`config.mk`:
```
export PLATFORM = sky130hd
export DESIGN_NAME = pism_summary_mask
export DESIGN_NICKNAME = d
export VERILOG_FILES = /design/src/hw/pism_pkg.sv /design/src/hw/pism_summary_mask.sv
export VERILOG_INCLUDE_DIRS = /design/src /design/src/hw
export SDC_FILE = /design/constraint.sdc
export NUM_CORES = 1
export LEC_CHECK = 0
export ABC_AREA = 1
export ABC_CLOCK_PERIOD_IN_PS = 1500
export BUFFER_PORTS_ARGS = -buffer_cell sky130_fd_sc_hd__buf_2
export CORE_UTILIZATION = 40
export CTS_CLUSTER_SIZE = 10
export DETAILED_ROUTE_END_ITERATION = 16
export PLACE_DENSITY_LB_ADDON = 0.1
export SLEW_MARGIN = 20
export SYNTH_ARGS = -nofsm -noshare
export SYNTH_HDL_FRONTEND = slang
export SYNTH_SLANG_ARGS = --single-unit
```
`constraint.sdc`:
```
create_clock -name i_clk -period 1.5 [get_ports i_clk]
set_input_delay 0.225 -clock i_clk [delete_from_list [all_inputs] [get_ports i_clk]]
set_output_delay 0.225 -clock i_clk [all_outputs]
set_load 0.01 [all_outputs]
```
`src/hw/pism_params.svh`:
```
// constants for the interrupt summary and mask block
`ifndef PISM_PARAMS_SVH
`define PISM_PARAMS_SVH
`define PISM_CMD_SUMMARY 8'h00
`define PISM_CMD_MASK 8'h01
`define PISM_MASK_RESET 8'h80
`define PISM_BIT_SUPPLY 7
`define PISM_BIT_START 6
`define PISM_BIT_OVERCURRENT 5
`define PISM_BIT_CLASS 4
`define PISM_BIT_DETECT 3
`define PISM_BIT_DISCONNECT 2
`define PISM_BIT_PGOOD 1
`define PISM_BIT_PENABLE 0
`endif

```
`src/hw/pism_pkg.sv`:
```
// types for the interrupt summary and mask block
package pism_pkg;
    typedef logic [7:0] pism_byte_t;
endpackage

```
`src/hw/pism_summary_mask.sv`:
```
// interrupt summary byte, mask register and interrupt output
`timescale 1ns/10ps
`default_nettype none
`include "pism_params.svh"

module pism_summary_mask
(
    // clock and reset
    input wire logic i_clk,
    input wire logic i_rst_n,
    // register access by command code
    input wire logic [7:0] i_cmd,
    input wire logic i_wr,
    input wire logic i_rd,
    input wire logic [7:0] i_wdata,
    output logic [7:0] o_rdata,
    // global enable from the general mask register
    input wire logic i_global_irq_enable,
    // supply flags
    input wire logic i_thermal_shutdown_flag,
    input wire logic i_digital_supply_low_flag,
    input wire logic i_power_supply_low_flag,
    // per-port flags, already cleared by their event registers
    input wire logic [3:0] i_port_start_timeout_flag,
    input wire logic [3:0] i_port_overload_cut_flag,
    input wire logic [3:0] i_port_current_limit_flag,
    input wire logic [3:0] i_port_class_cycle_flag,
    input wire logic [3:0] i_port_detect_cycle_flag,
    input wire logic [3:0] i_port_disconnect_flag,
    input wire logic [3:0] i_port_power_good_change_flag,
    input wire logic [3:0] i_port_power_enable_change_flag,
    // outputs
    output logic [7:0] o_event_summary_status,
    output logic o_supply_uv_shutoff_en,
    output logic o_int_n
);

    // ==========================================================
    // summary byte
    wire pism_pkg::pism_byte_t summary;
    pism_pkg::pism_byte_t mask_reg;
    pism_pkg::pism_byte_t mask_next;
    pism_pkg::pism_byte_t rdata_reg;
    pism_pkg::pism_byte_t rdata_next;
    logic mask_written_reg;
    logic int_n_reg;
    logic int_n_next;
    wire logic mask_wr;
    wire logic sum_sel;
    wire logic mask_sel;

    // combinational OR of live flags, independent of mask
    assign summary[`PISM_BIT_SUPPLY] = i_thermal_shutdown_flag
        | i_digital_supply_low_flag | i_power_supply_low_flag;
    assign summary[`PISM_BIT_START] = |i_port_start_timeout_flag;
    assign summary[`PISM_BIT_OVERCURRENT] = |{i_port_overload_cut_flag,
        i_port_current_limit_flag};
    assign summary[`PISM_BIT_CLASS] = |i_port_class_cycle_flag;
    assign summary[`PISM_BIT_DETECT] = |i_port_detect_cycle_flag;
    assign summary[`PISM_BIT_DISCONNECT] = |i_port_disconnect_flag;
    assign summary[`PISM_BIT_PGOOD] =
        |i_port_power_good_change_flag;
    assign summary[`PISM_BIT_PENABLE] =
        |i_port_power_enable_change_flag;
    // cleared flags upstream drop the summary directly
    assign o_event_summary_status = summary;

    // ==========================================================
    // register access
    assign sum_sel = (i_cmd == `PISM_CMD_SUMMARY);
    assign mask_sel = (i_cmd == `PISM_CMD_MASK);
    assign mask_wr = i_wr & mask_sel; // summary writes are ignored
    assign mask_next = mask_wr ? i_wdata : mask_reg;
    assign rdata_next = !i_rd ? rdata_reg :
        sum_sel ? summary : mask_sel ? mask_reg : 8'h00;

    // mask per summary bit, same position
    assign int_n_next = ~(i_global_irq_enable
        & |(summary & mask_reg));
    assign o_supply_uv_shutoff_en = mask_reg[`PISM_BIT_SUPPLY];

    // mask, read data and interrupt output registers
    always_ff @(posedge i_clk or negedge i_rst_n)
    begin
        if (!i_rst_n)
        begin
            mask_reg <= `PISM_MASK_RESET;
            rdata_reg <= 8'h00;
            int_n_reg <= 1'b1;
        end
        else
        begin
            mask_reg <= mask_next;
            rdata_reg <= rdata_next;
            int_n_reg <= int_n_next;
        end
    end
    assign o_int_n = int_n_reg;
    assign o_rdata = rdata_reg;

    // remembers the first mask write, so the reset value can be checked
    always_ff @(posedge i_clk or negedge i_rst_n)
    begin
        if (!i_rst_n)
            mask_written_reg <= 1'b0;
        else
            mask_written_reg <= mask_written_reg | mask_wr;
    end
endmodule
`default_nettype wire

```
==> results of run 1 <==
==> power breakdown <==
group	switching [mW]	total (mW)	internal, mW
clock network	0.159	0.258	0.0996
logic	0.0919	0.181	0.0892
registers	0.0101	0.487	0.477
total	0.261	0.926	0.666
==> layout make-up <==
class | count | area (µm²)
Inverter | 14 | 53.8
Tap cell | 30 | 37.5
Sequential cell | 17 | 428
Multi-Input combinational cell | 114 | 542
Clock inverter | 1 | 5.00
Timing Repair Buffer | 74 | 375
Clock buffer | 3 | 22.5
Fill cell | 230 | 991
==> synth_stat cells <==
| master | instances | area [µm²] |
|---|---|---|
| nor2_8 | 1 | 20.0 |
| dfrtp_1 | 15 | 375 |
| inv_2 | 2 | 7.51 |
| a21boi_0 | 1 | 7.51 |
| nor2_1 | 22 | 82.6 |
| nand3_4 | 1 | 17.5 |
| buf_6 | 1 | 11.3 |
| clkbuf_1 | 1 | 3.75 |
| inv_1 | 11 | 41.3 |
| nand2_2 | 4 | 25.0 |
| o21ai_2 | 8 | 70.1 |
| nand4_1 | 1 | 6.26 |
| clkinv_2 | 1 | 5.00 |
| nand3_1 | 10 | 50.1 |
| nand2_4 | 1 | 11.3 |
| dfstp_2 | 2 | 52.6 |
| nand2_1 | 64 | 240 |
| nor2_4 | 1 | 11.3 |
==> layer usage <==
metal,up-vias,part of all wire,GRT usage
li1,605,-,-
met3,4,0.058,0.0201
met2,39,0.51,0.380
met1,515,0.42,0.212
met5,-,0,0
met4,0,0.011,0.0658
==> repair_timing <==
item                                   4_1_cts  5_1_grt
endpoints found under the hold margin       15        0
hold buffers                                 1        0
gates resized for setup                      0        0
setup endpoints to repair                    0        0
==> cell families (layout without fill, tap and decap cells) <==
family / count (synthesis) / count (layout) / share of synthesized area
and+or+nand+nor: 105 / 105 / 0.447
DFF: 17 / 17 / 0.412
AOI/OAI and AO/OA: 9 / 9 / 0.0747
buffers and inverters: 16 / 92 / 0.0663
==> worst max-delay path by stage <==
stage / startpoint / to / slack, ps / depth (start not counted)
2_1_floorplan: i_cmd[7] / mask_reg[5] / 500 / 7
3_3_place_gp: i_cmd[7] / mask_reg[1] / 310 / 7
3_5_place_dp: i_cmd[5] / mask_reg[2] / 240 / 7
4_1_cts: mask_reg[7] / o_supply_uv_shutoff_en / 260 / 1
5_1_grt: mask_reg[7] / o_supply_uv_shutoff_en / 240 / 1
6_report: mask_reg[7] / o_supply_uv_shutoff_en / 270 / 1
==> cells in the final DEF (no fill, tap or decap) <==
cell,instances
a21boi_0,1
dfstp_2,2
nand3_1,10
nor2_4,1
o21ai_2,8
inv_1,11
dfrtp_1,15
inv_2,2
nand3_4,1
nand4_1,1
nand2_4,1
nor2_1,22
nand2_2,4
clkinv_2,2
nor2_8,1
buf_2,73
dlygate4sd3_1,1
nand2_1,64
clkbuf_4,3
==> through the flow <==
stage               instance area [µm²]  utilization  hold WS, ps  total power [mW]  cells
global route                       1460        0.596         37.9             0.980    253
detailed placement                 1430        0.581          171             0.678    248
CTS                                1460        0.596         34.0             0.936    253
finish                             1460        0.596         34.9             0.926    253
global placement                   1430        0.581          171             0.673    248
floorplan                          1040            -        -70.6             0.575    147
==> reports/qor.csv, run 1 <==
metric;value;unit
num rows;18;
max cap viols;0;
GR Util All Layers;0.194;
register area share after synthesis;0.412;
Final period util;0.820;
Num CTS Buffers;3;
Initial DRC Count;15;
Worst setup EP type;output pin;
worst hold stages;2;
Worst Hold Class;primary input to flip-flop;
minimum clock period;1230;ps
hold violation count in the final report;0;
post-route DRC violation count;0;
max_slew headroom;0.745;
reg-to-reg startpoint;mask_reg[7];
vias in the first global route;996;
Final Setup Violations;0;
Slowest-stage cell, CP;dfstp_2;
Post-CTS Setup Bufs;0;
crit path DAT;1000;ps
vias;1163;
Core Area;2450;µm²
Seq cells post-synth;17;
largest net degree at the start of global routing;18;
worst reg-to-reg setup slack;570;ps
Antenna Diode Count;0;
Critical Path Source Type;flip-flop;
worst vdd ir;0.568;mV
Hold EP;o_int_n;
Vias/cell;4.60;
Mean Syn Cell Area;7.06;µm²
Leak;0.893;nW
initial antenna violation count;0;
drt pass-1 iters;4;
slack of the critical path;270;ps
max incr delay on CP;570;ps
RePlAce Congestion;0.799;
Clk Latency, worst-skew pair;300;ps
critical path class;flip-flop to output pin;
Worst EP required;1270;ps
fmax;813;MHz
grt total ovfl;0;
Syn Nets;203;
Synth cell types;18;
crit path cell chain;buf_2;
worst r2r dst;o_int_n;
count of buffer and inverter cells on the critical path;1;
TNS Setup;0;ps
status;complete, no violations;
first-pass GRT wire length;4020;µm
Initial Utilization;0.423;
Max Root-Sink Buffers;2;
Mapped Area;1040;µm²
Post-Syn Instances;147;
clk sink count;17;
crit path max fanout;4;
transition time of the tightest slew-check pin;382;ps
chip width;53.0;µm
hpwl dp;2070;µm
Die ar.;2800;µm²
final layout net count;280;
Die Ht;53.0;µm
WL/cell;9.69;µm
CTS tree;done;
CP delay by family, top;flip-flops;
remaining antenna violation count;0;
H-Tree Depth;1;
min-delay src;i_global_irq_enable;
Pwr Density;633;nW/µm²
Reg2Reg Depth;5;
clk root buf;clkbuf_4;
Max Slew Vio Count;0;
num ports;74;
RSZ-0062 raised after global routing;no;
Clk pin slew, worst setup/hold paths;110;ps
share of cells above drive strength 1;0.439;
pre-CTS setup slack;237;ps
port bufs;73;
YS warnings;0;
Fin Clk Skew;3.82;ps
Area Growth Syn to Fin;41.0;%
drt total wl;2450;µm
No activity file was read; power rests on OpenSTA's default activity.
==> inputs of run 2 (changes only) <==
Settings changed: ABC_AREA 1 to 0, ABC_CLOCK_PERIOD_IN_PS 1500 to 1200, CORE_UTILIZATION 40 to 38.
Clock period 1.5 ns to 1.2 ns, I/O delays scaled along.
==> reports/qor.csv, run 2 <==
metric;value;unit
status;finished, violations left;
failing checks;negative setup slack;
Final period util;1.13;
Max Root-Sink Buffers;2;
register area share after synthesis;0.475;
post-route DRC violation count;0;
Core Area;2230;µm²
most common cell after layout, fill and taps aside;buf_2;
worst vdd ir;0.602;mV
critical path class;primary input to output pin;
vias in the first global route;935;
Leak;0.682;nW
slack of the critical path;-159;ps
vias;1020;
Final Setup Violations;1;
GR Util All Layers;0.221;
initial antenna violation count;0;
Clk Latency, worst-skew pair;280;ps
placed cell count;184;
share of power burned in registers;0.529;
Mean Syn Cell Area;11.0;µm²
crit path max fanout;2;
utilization after layout;0.633;
RePlAce Congestion;0.721;
Die Ht;50.7;µm
fin cells;189;
transition time of the tightest slew-check pin;382;ps
Seq cells post-synth;17;
hold violation count in the final report;0;
largest net degree at the start of global routing;18;
Worst Hold Class;primary input to flip-flop;
clk root buf;clkbuf_4;
leading area contributor after synthesis;dfrtp_1;
max cap viols;0;
Initial Utilization;0.403;
top cells by count, synth;dfrtp_1 (15), nand4_1 (15), a31oi_1 (8), mux2_2 (8), nor2_1 (8);
Worst EP required;1020;ps
drt pass-1 iters;4;
Initial DRC Count;19;
fmax;736;MHz
drt total wl;2580;µm
final layout net count;218;
P_int;879;µW
Post-synth ARST share;1.00;
Synth cell types;23;
most frequent cells in the layout;buf_2 (70), nand4_1 (15), dfrtp_1 (15);
Syn Nets;138;
Num CTS Buffers;3;
Fill cells;209;
share of the synthesized area in the top cell type;0.417;
port bufs;73;
share of cells above drive strength 1;0.658;
Critical Path Source Type;primary input;
Comb pwr share;0.220;
Max Slew Vio Count;0;
Fin Clk Skew;2.99;ps
Vias/cell;5.40;
Clk pin slew, worst setup/hold paths;100;ps
minimum clock period;1360;ps
H-Tree Depth;1;
Pwr Density;851;nW/µm²
remaining antenna violation count;0;
WL/cell;13.7;µm
num ports;74;
chip width;50.7;µm
Antenna Diode Count;0;
Sw Ratio;0.270;
clock power share;0.251;
YS warnings;0;
Post-Syn Instances;82;
crit path DAT;1180;ps
grt total ovfl;0;
clk sink count;17;
first-pass GRT wire length;4240;µm
Worst setup EP type;output pin;
ys flop type;dfrtp_1;
num rows;17;
Die ar.;2570;µm²
Area Growth Syn to Fin;56.9;%
max_slew headroom;0.745;
Mapped Area;901;µm²
largest cells by area after synthesis;dfrtp_1 (42%), nand4_1 (10%), mux2_2 (10%);
CTS tree;done;
Psw;324;µW
EDFF count, synth;0;
RSZ-0062 raised after global routing;yes;
run 2: cell count changes in the layout (fill, tap and decap cells not counted), moves of 9 or more:
cell,previous run,this run
nand2_1,64,0
nand3_1,10,0
inv_1,11,2
nor2_1,22,8
nand4_1,1,15
run 2: power by group through the flow:
stage	clock network (mW)	registers (mW)	logic [mW]
after global placement	0	0.646	0.241
after floorplan	0	0.656	0.0855
after CTS	0.311	0.636	0.260
after detailed placement	0	0.647	0.248
after global routing	0.346	0.641	0.292
final	0.302	0.636	0.265
run 2: routing by layer:
layer	vias to the layer above	wire, µm	track usage
li1	490	-	-
met1	483	1070	0.280
met2	41	1330	0.344
met3	6	145	0.0515
met4	0	42	0.120
met5	-	0	0
run 2: through the flow:
step	power (mW)	instance area [µm²]	TNS, ps	worst slack, ps	hold WS [ps]
final	1.20	1410	-159	-159	121
after global routing	1.28	1410	-169	-169	96.8
after CTS	1.21	1390	-147	-147	113
after detailed placement	0.895	1330	-2680	-217	119
after global placement	0.887	1330	-1940	-198	115
after floorplan	0.741	907	-554	-88.8	-116
run 2: kinds of logic after synthesis:
kind of cell	synth area share
buffers and inverters	0.0347
and+or+nand+nor	0.281
AOI/OAI and AO/OA	0.110
DFF	0.475
muxes	0.100
run 2: timing repair:
| item | in CTS | in global routing |
|---|---|---|
| pin swaps | 3 | 0 |
| endpoints found under the setup margin | 7 | 3 |
| hold buffers | 1 | 0 |
| buffers inserted | 2 | 1 |
| resized for setup | 8 | 2 |
| hold endpoints to repair | 15 | 0 |
run 2: worst max-delay path: stages:
cell	delay (ps)
buf_6	90
or4_4	530
or2_4	260
buf_6	120
run 2: area by class of cell:
type / count / area [µm²] / share of cell area
tap: 28 / 35.0 / 0.0248
timing repair buffer: 80 / 439 / 0.311
clock inverter: 1 / 5.00 / 0.00354
clock buffer: 3 / 22.5 / 0.0159
multi-input combinational: 58 / 477 / 0.337
inverter: 2 / 7.51 / 0.00531
sequential: 17 / 428 / 0.303
run 2: final timing paths:
check	slack [ps]	endpoint	from	depth (start not counted)
min in group asynchronous	330	o_rdata[5]	i_rst_n	2
worst min-delay path	120	mask_reg[2]	i_wdata[2]	2
worst max-delay path	-160	o_event_summary_status[5]	i_port_overload_cut_flag[2]	4
worst max register to register	160	o_int_n	mask_reg[7]	3
worst min register to register	540	o_rdata[7]	o_rdata[7]	2
max in group asynchronous	550	o_int_n	i_rst_n	2
==> inputs of run 3 (changes only) <==
Settings changed: BUFFER_PORTS_ARGS -buffer_cell sky130_fd_sc_hd__buf_2 to -buffer_cell sky130_fd_sc_hd__buf_4.
==> reports/qor.csv, run 3 (same netlist as run 2, synthesis figures left out) <==
metric;value;unit
GR Util All Layers;0.229;
most used cell, CP;buf_6;
max incr delay on CP;530;ps
Final period util;1.14;
clk root buf;clkbuf_4;
first-pass GRT wire length;4400;µm
share of power burned in registers;0.499;
Die Ht;50.7;µm
max_slew headroom;0.799;
worst reg-to-reg setup slack;200;ps
Worst setup EP type;output pin;
drt pass-1 iters;4;
most common cell after layout, fill and taps aside;buf_4;
Pwr Density;797;nW/µm²
transition time of the tightest slew-check pin;299;ps
Worst Hold Class;primary input to flip-flop;
max cap viols;0;
hold violation count in the final report;0;
Clk Latency, worst-skew pair;290;ps
post-route DRC violation count;0;
Clk pin slew, worst setup/hold paths;100;ps
most frequent cells in the layout;buf_4 (75), nand4_1 (15), dfrtp_1 (15);
P_int;947;µW
Die ar.;2570;µm²
count of buffer and inverter cells on the critical path;2;
Sw Ratio;0.259;
status;finished, violations left;
worst hold slack;119;ps
Max Slew Vio Count;0;
RePlAce Congestion;0.749;
Initial Utilization;0.403;
remaining antenna violation count;0;
hpwl dp;2080;µm
utilization after layout;0.718;
Initial DRC Count;44;
num ports;74;
fmax;733;MHz
Leak;0.754;nW
Final Power;1.28;mW
clk sink count;17;
crit path cell chain;buf_6, or4_4, or2_4, buf_6;
critical path class;primary input to output pin;
Fin Clk Skew;2.95;ps
final layout net count;219;
pre-CTS setup slack;-238;ps
Vias/cell;5.60;
clock power share;0.238;
Critical Path Source Type;primary input;
Worst EP required;1020;ps
num rows;17;
Comb pwr share;0.263;
drt total wl;2790;µm
chip width;50.7;µm
grt total ovfl;0;
failing checks;negative setup slack;
slack of the critical path;-165;ps
H-Tree Depth;1;
largest net degree at the start of global routing;18;
Final Setup Violations;2;
crit path DAT;1190;ps
port bufs;73;
share of cells above drive strength 1;0.660;
Num CTS Buffers;3;
WL/cell;14.7;µm
vias in the first global route;971;
minimum clock period;1370;ps
RSZ-0062 raised after global routing;yes;
Area Growth Syn to Fin;78.1;%
Slowest-stage cell, CP;or4_4;
worst vdd ir;0.576;mV
Psw;331;µW
CTS tree;done;
Core Area;2230;µm²
CP delay by family, top;simple AND/OR/NAND/NOR gates;
crit path max fanout;2;
Max Root-Sink Buffers;2;
Antenna Diode Count;0;
vias;1064;
initial antenna violation count;0;
placed cell count;184;
fin cells;190;
## run 3: cell types whose count changed in the layout (fill, tap and decap cells not counted)
cell,before,now
buf_6,3,5
o21ai_1,0,1
buf_4,6,75
buf_2,70,0
o21ai_0,1,0
## run 3: worst reg2reg max path: stages (launching register included)
cell,delay (ps)
dfstp_2,390
buf_4,130
a222oi_1,230
a41o_1,200
## run 3: path summary, 6_finish.rpt
check                                                  start                   endpoint  depth (start not counted)
worst max-delay path            i_port_current_limit_flag[1]  o_event_summary_status[5]                          4
worst min-delay path                              i_wdata[0]                mask_reg[0]                          2
worst max register to register                   mask_reg[7]                    o_int_n                          3
worst min register to register                    o_rdata[4]                 o_rdata[4]                          2
max in group asynchronous                            i_rst_n                mask_reg[7]                          2
min in group asynchronous                            i_rst_n                 o_rdata[6]                          2
## run 3: power groups by stage
stage          Sequential (mW)  Combinational, mW  Clock, mW
2_1_floorplan            0.656             0.0855          0
3_3_place_gp             0.646              0.309          0
3_5_place_dp             0.648              0.314          0
4_1_cts                  0.637              0.327      0.323
5_1_grt                  0.642              0.362      0.352
6_report                 0.637              0.337      0.305
## run 3: per-stage QoR
stage | instance area [µm²] | TNS [ps]
after detailed placement | 1510 | -2420
after floorplan | 907 | -554
after global placement | 1510 | -2110
after global routing | 1600 | -246
after CTS | 1580 | -150
final | 1600 | -182
## run 3: repair_timing
item | 4_1_cts | 5_1_grt
gates cloned | 0 | 0
setup buffers | 2 | 2
pin swaps | 3 | 4
hold buffers | 1 | 0
endpoints found under the setup margin | 7 | 2
gates resized for setup | 9 | 4
hold endpoints to repair | 17 | 0
## run 3: area by class of cell
cell class              count  area [µm²]
repair buffers             81         629
well taps                  28        35.0
clock inverters             1        5.00
inverters                   2        7.51
fillers                   173         629
flip-flops and latches     17         428
clock buffers               3        22.5
multi-input cells          58         477
## run 3: per-layer routing
layer,part of all wire,GRT usage
met1,0.39,0.285
met2,0.53,0.373
met3,0.068,0.0485
met4,0.018,0.111
met5,0,0
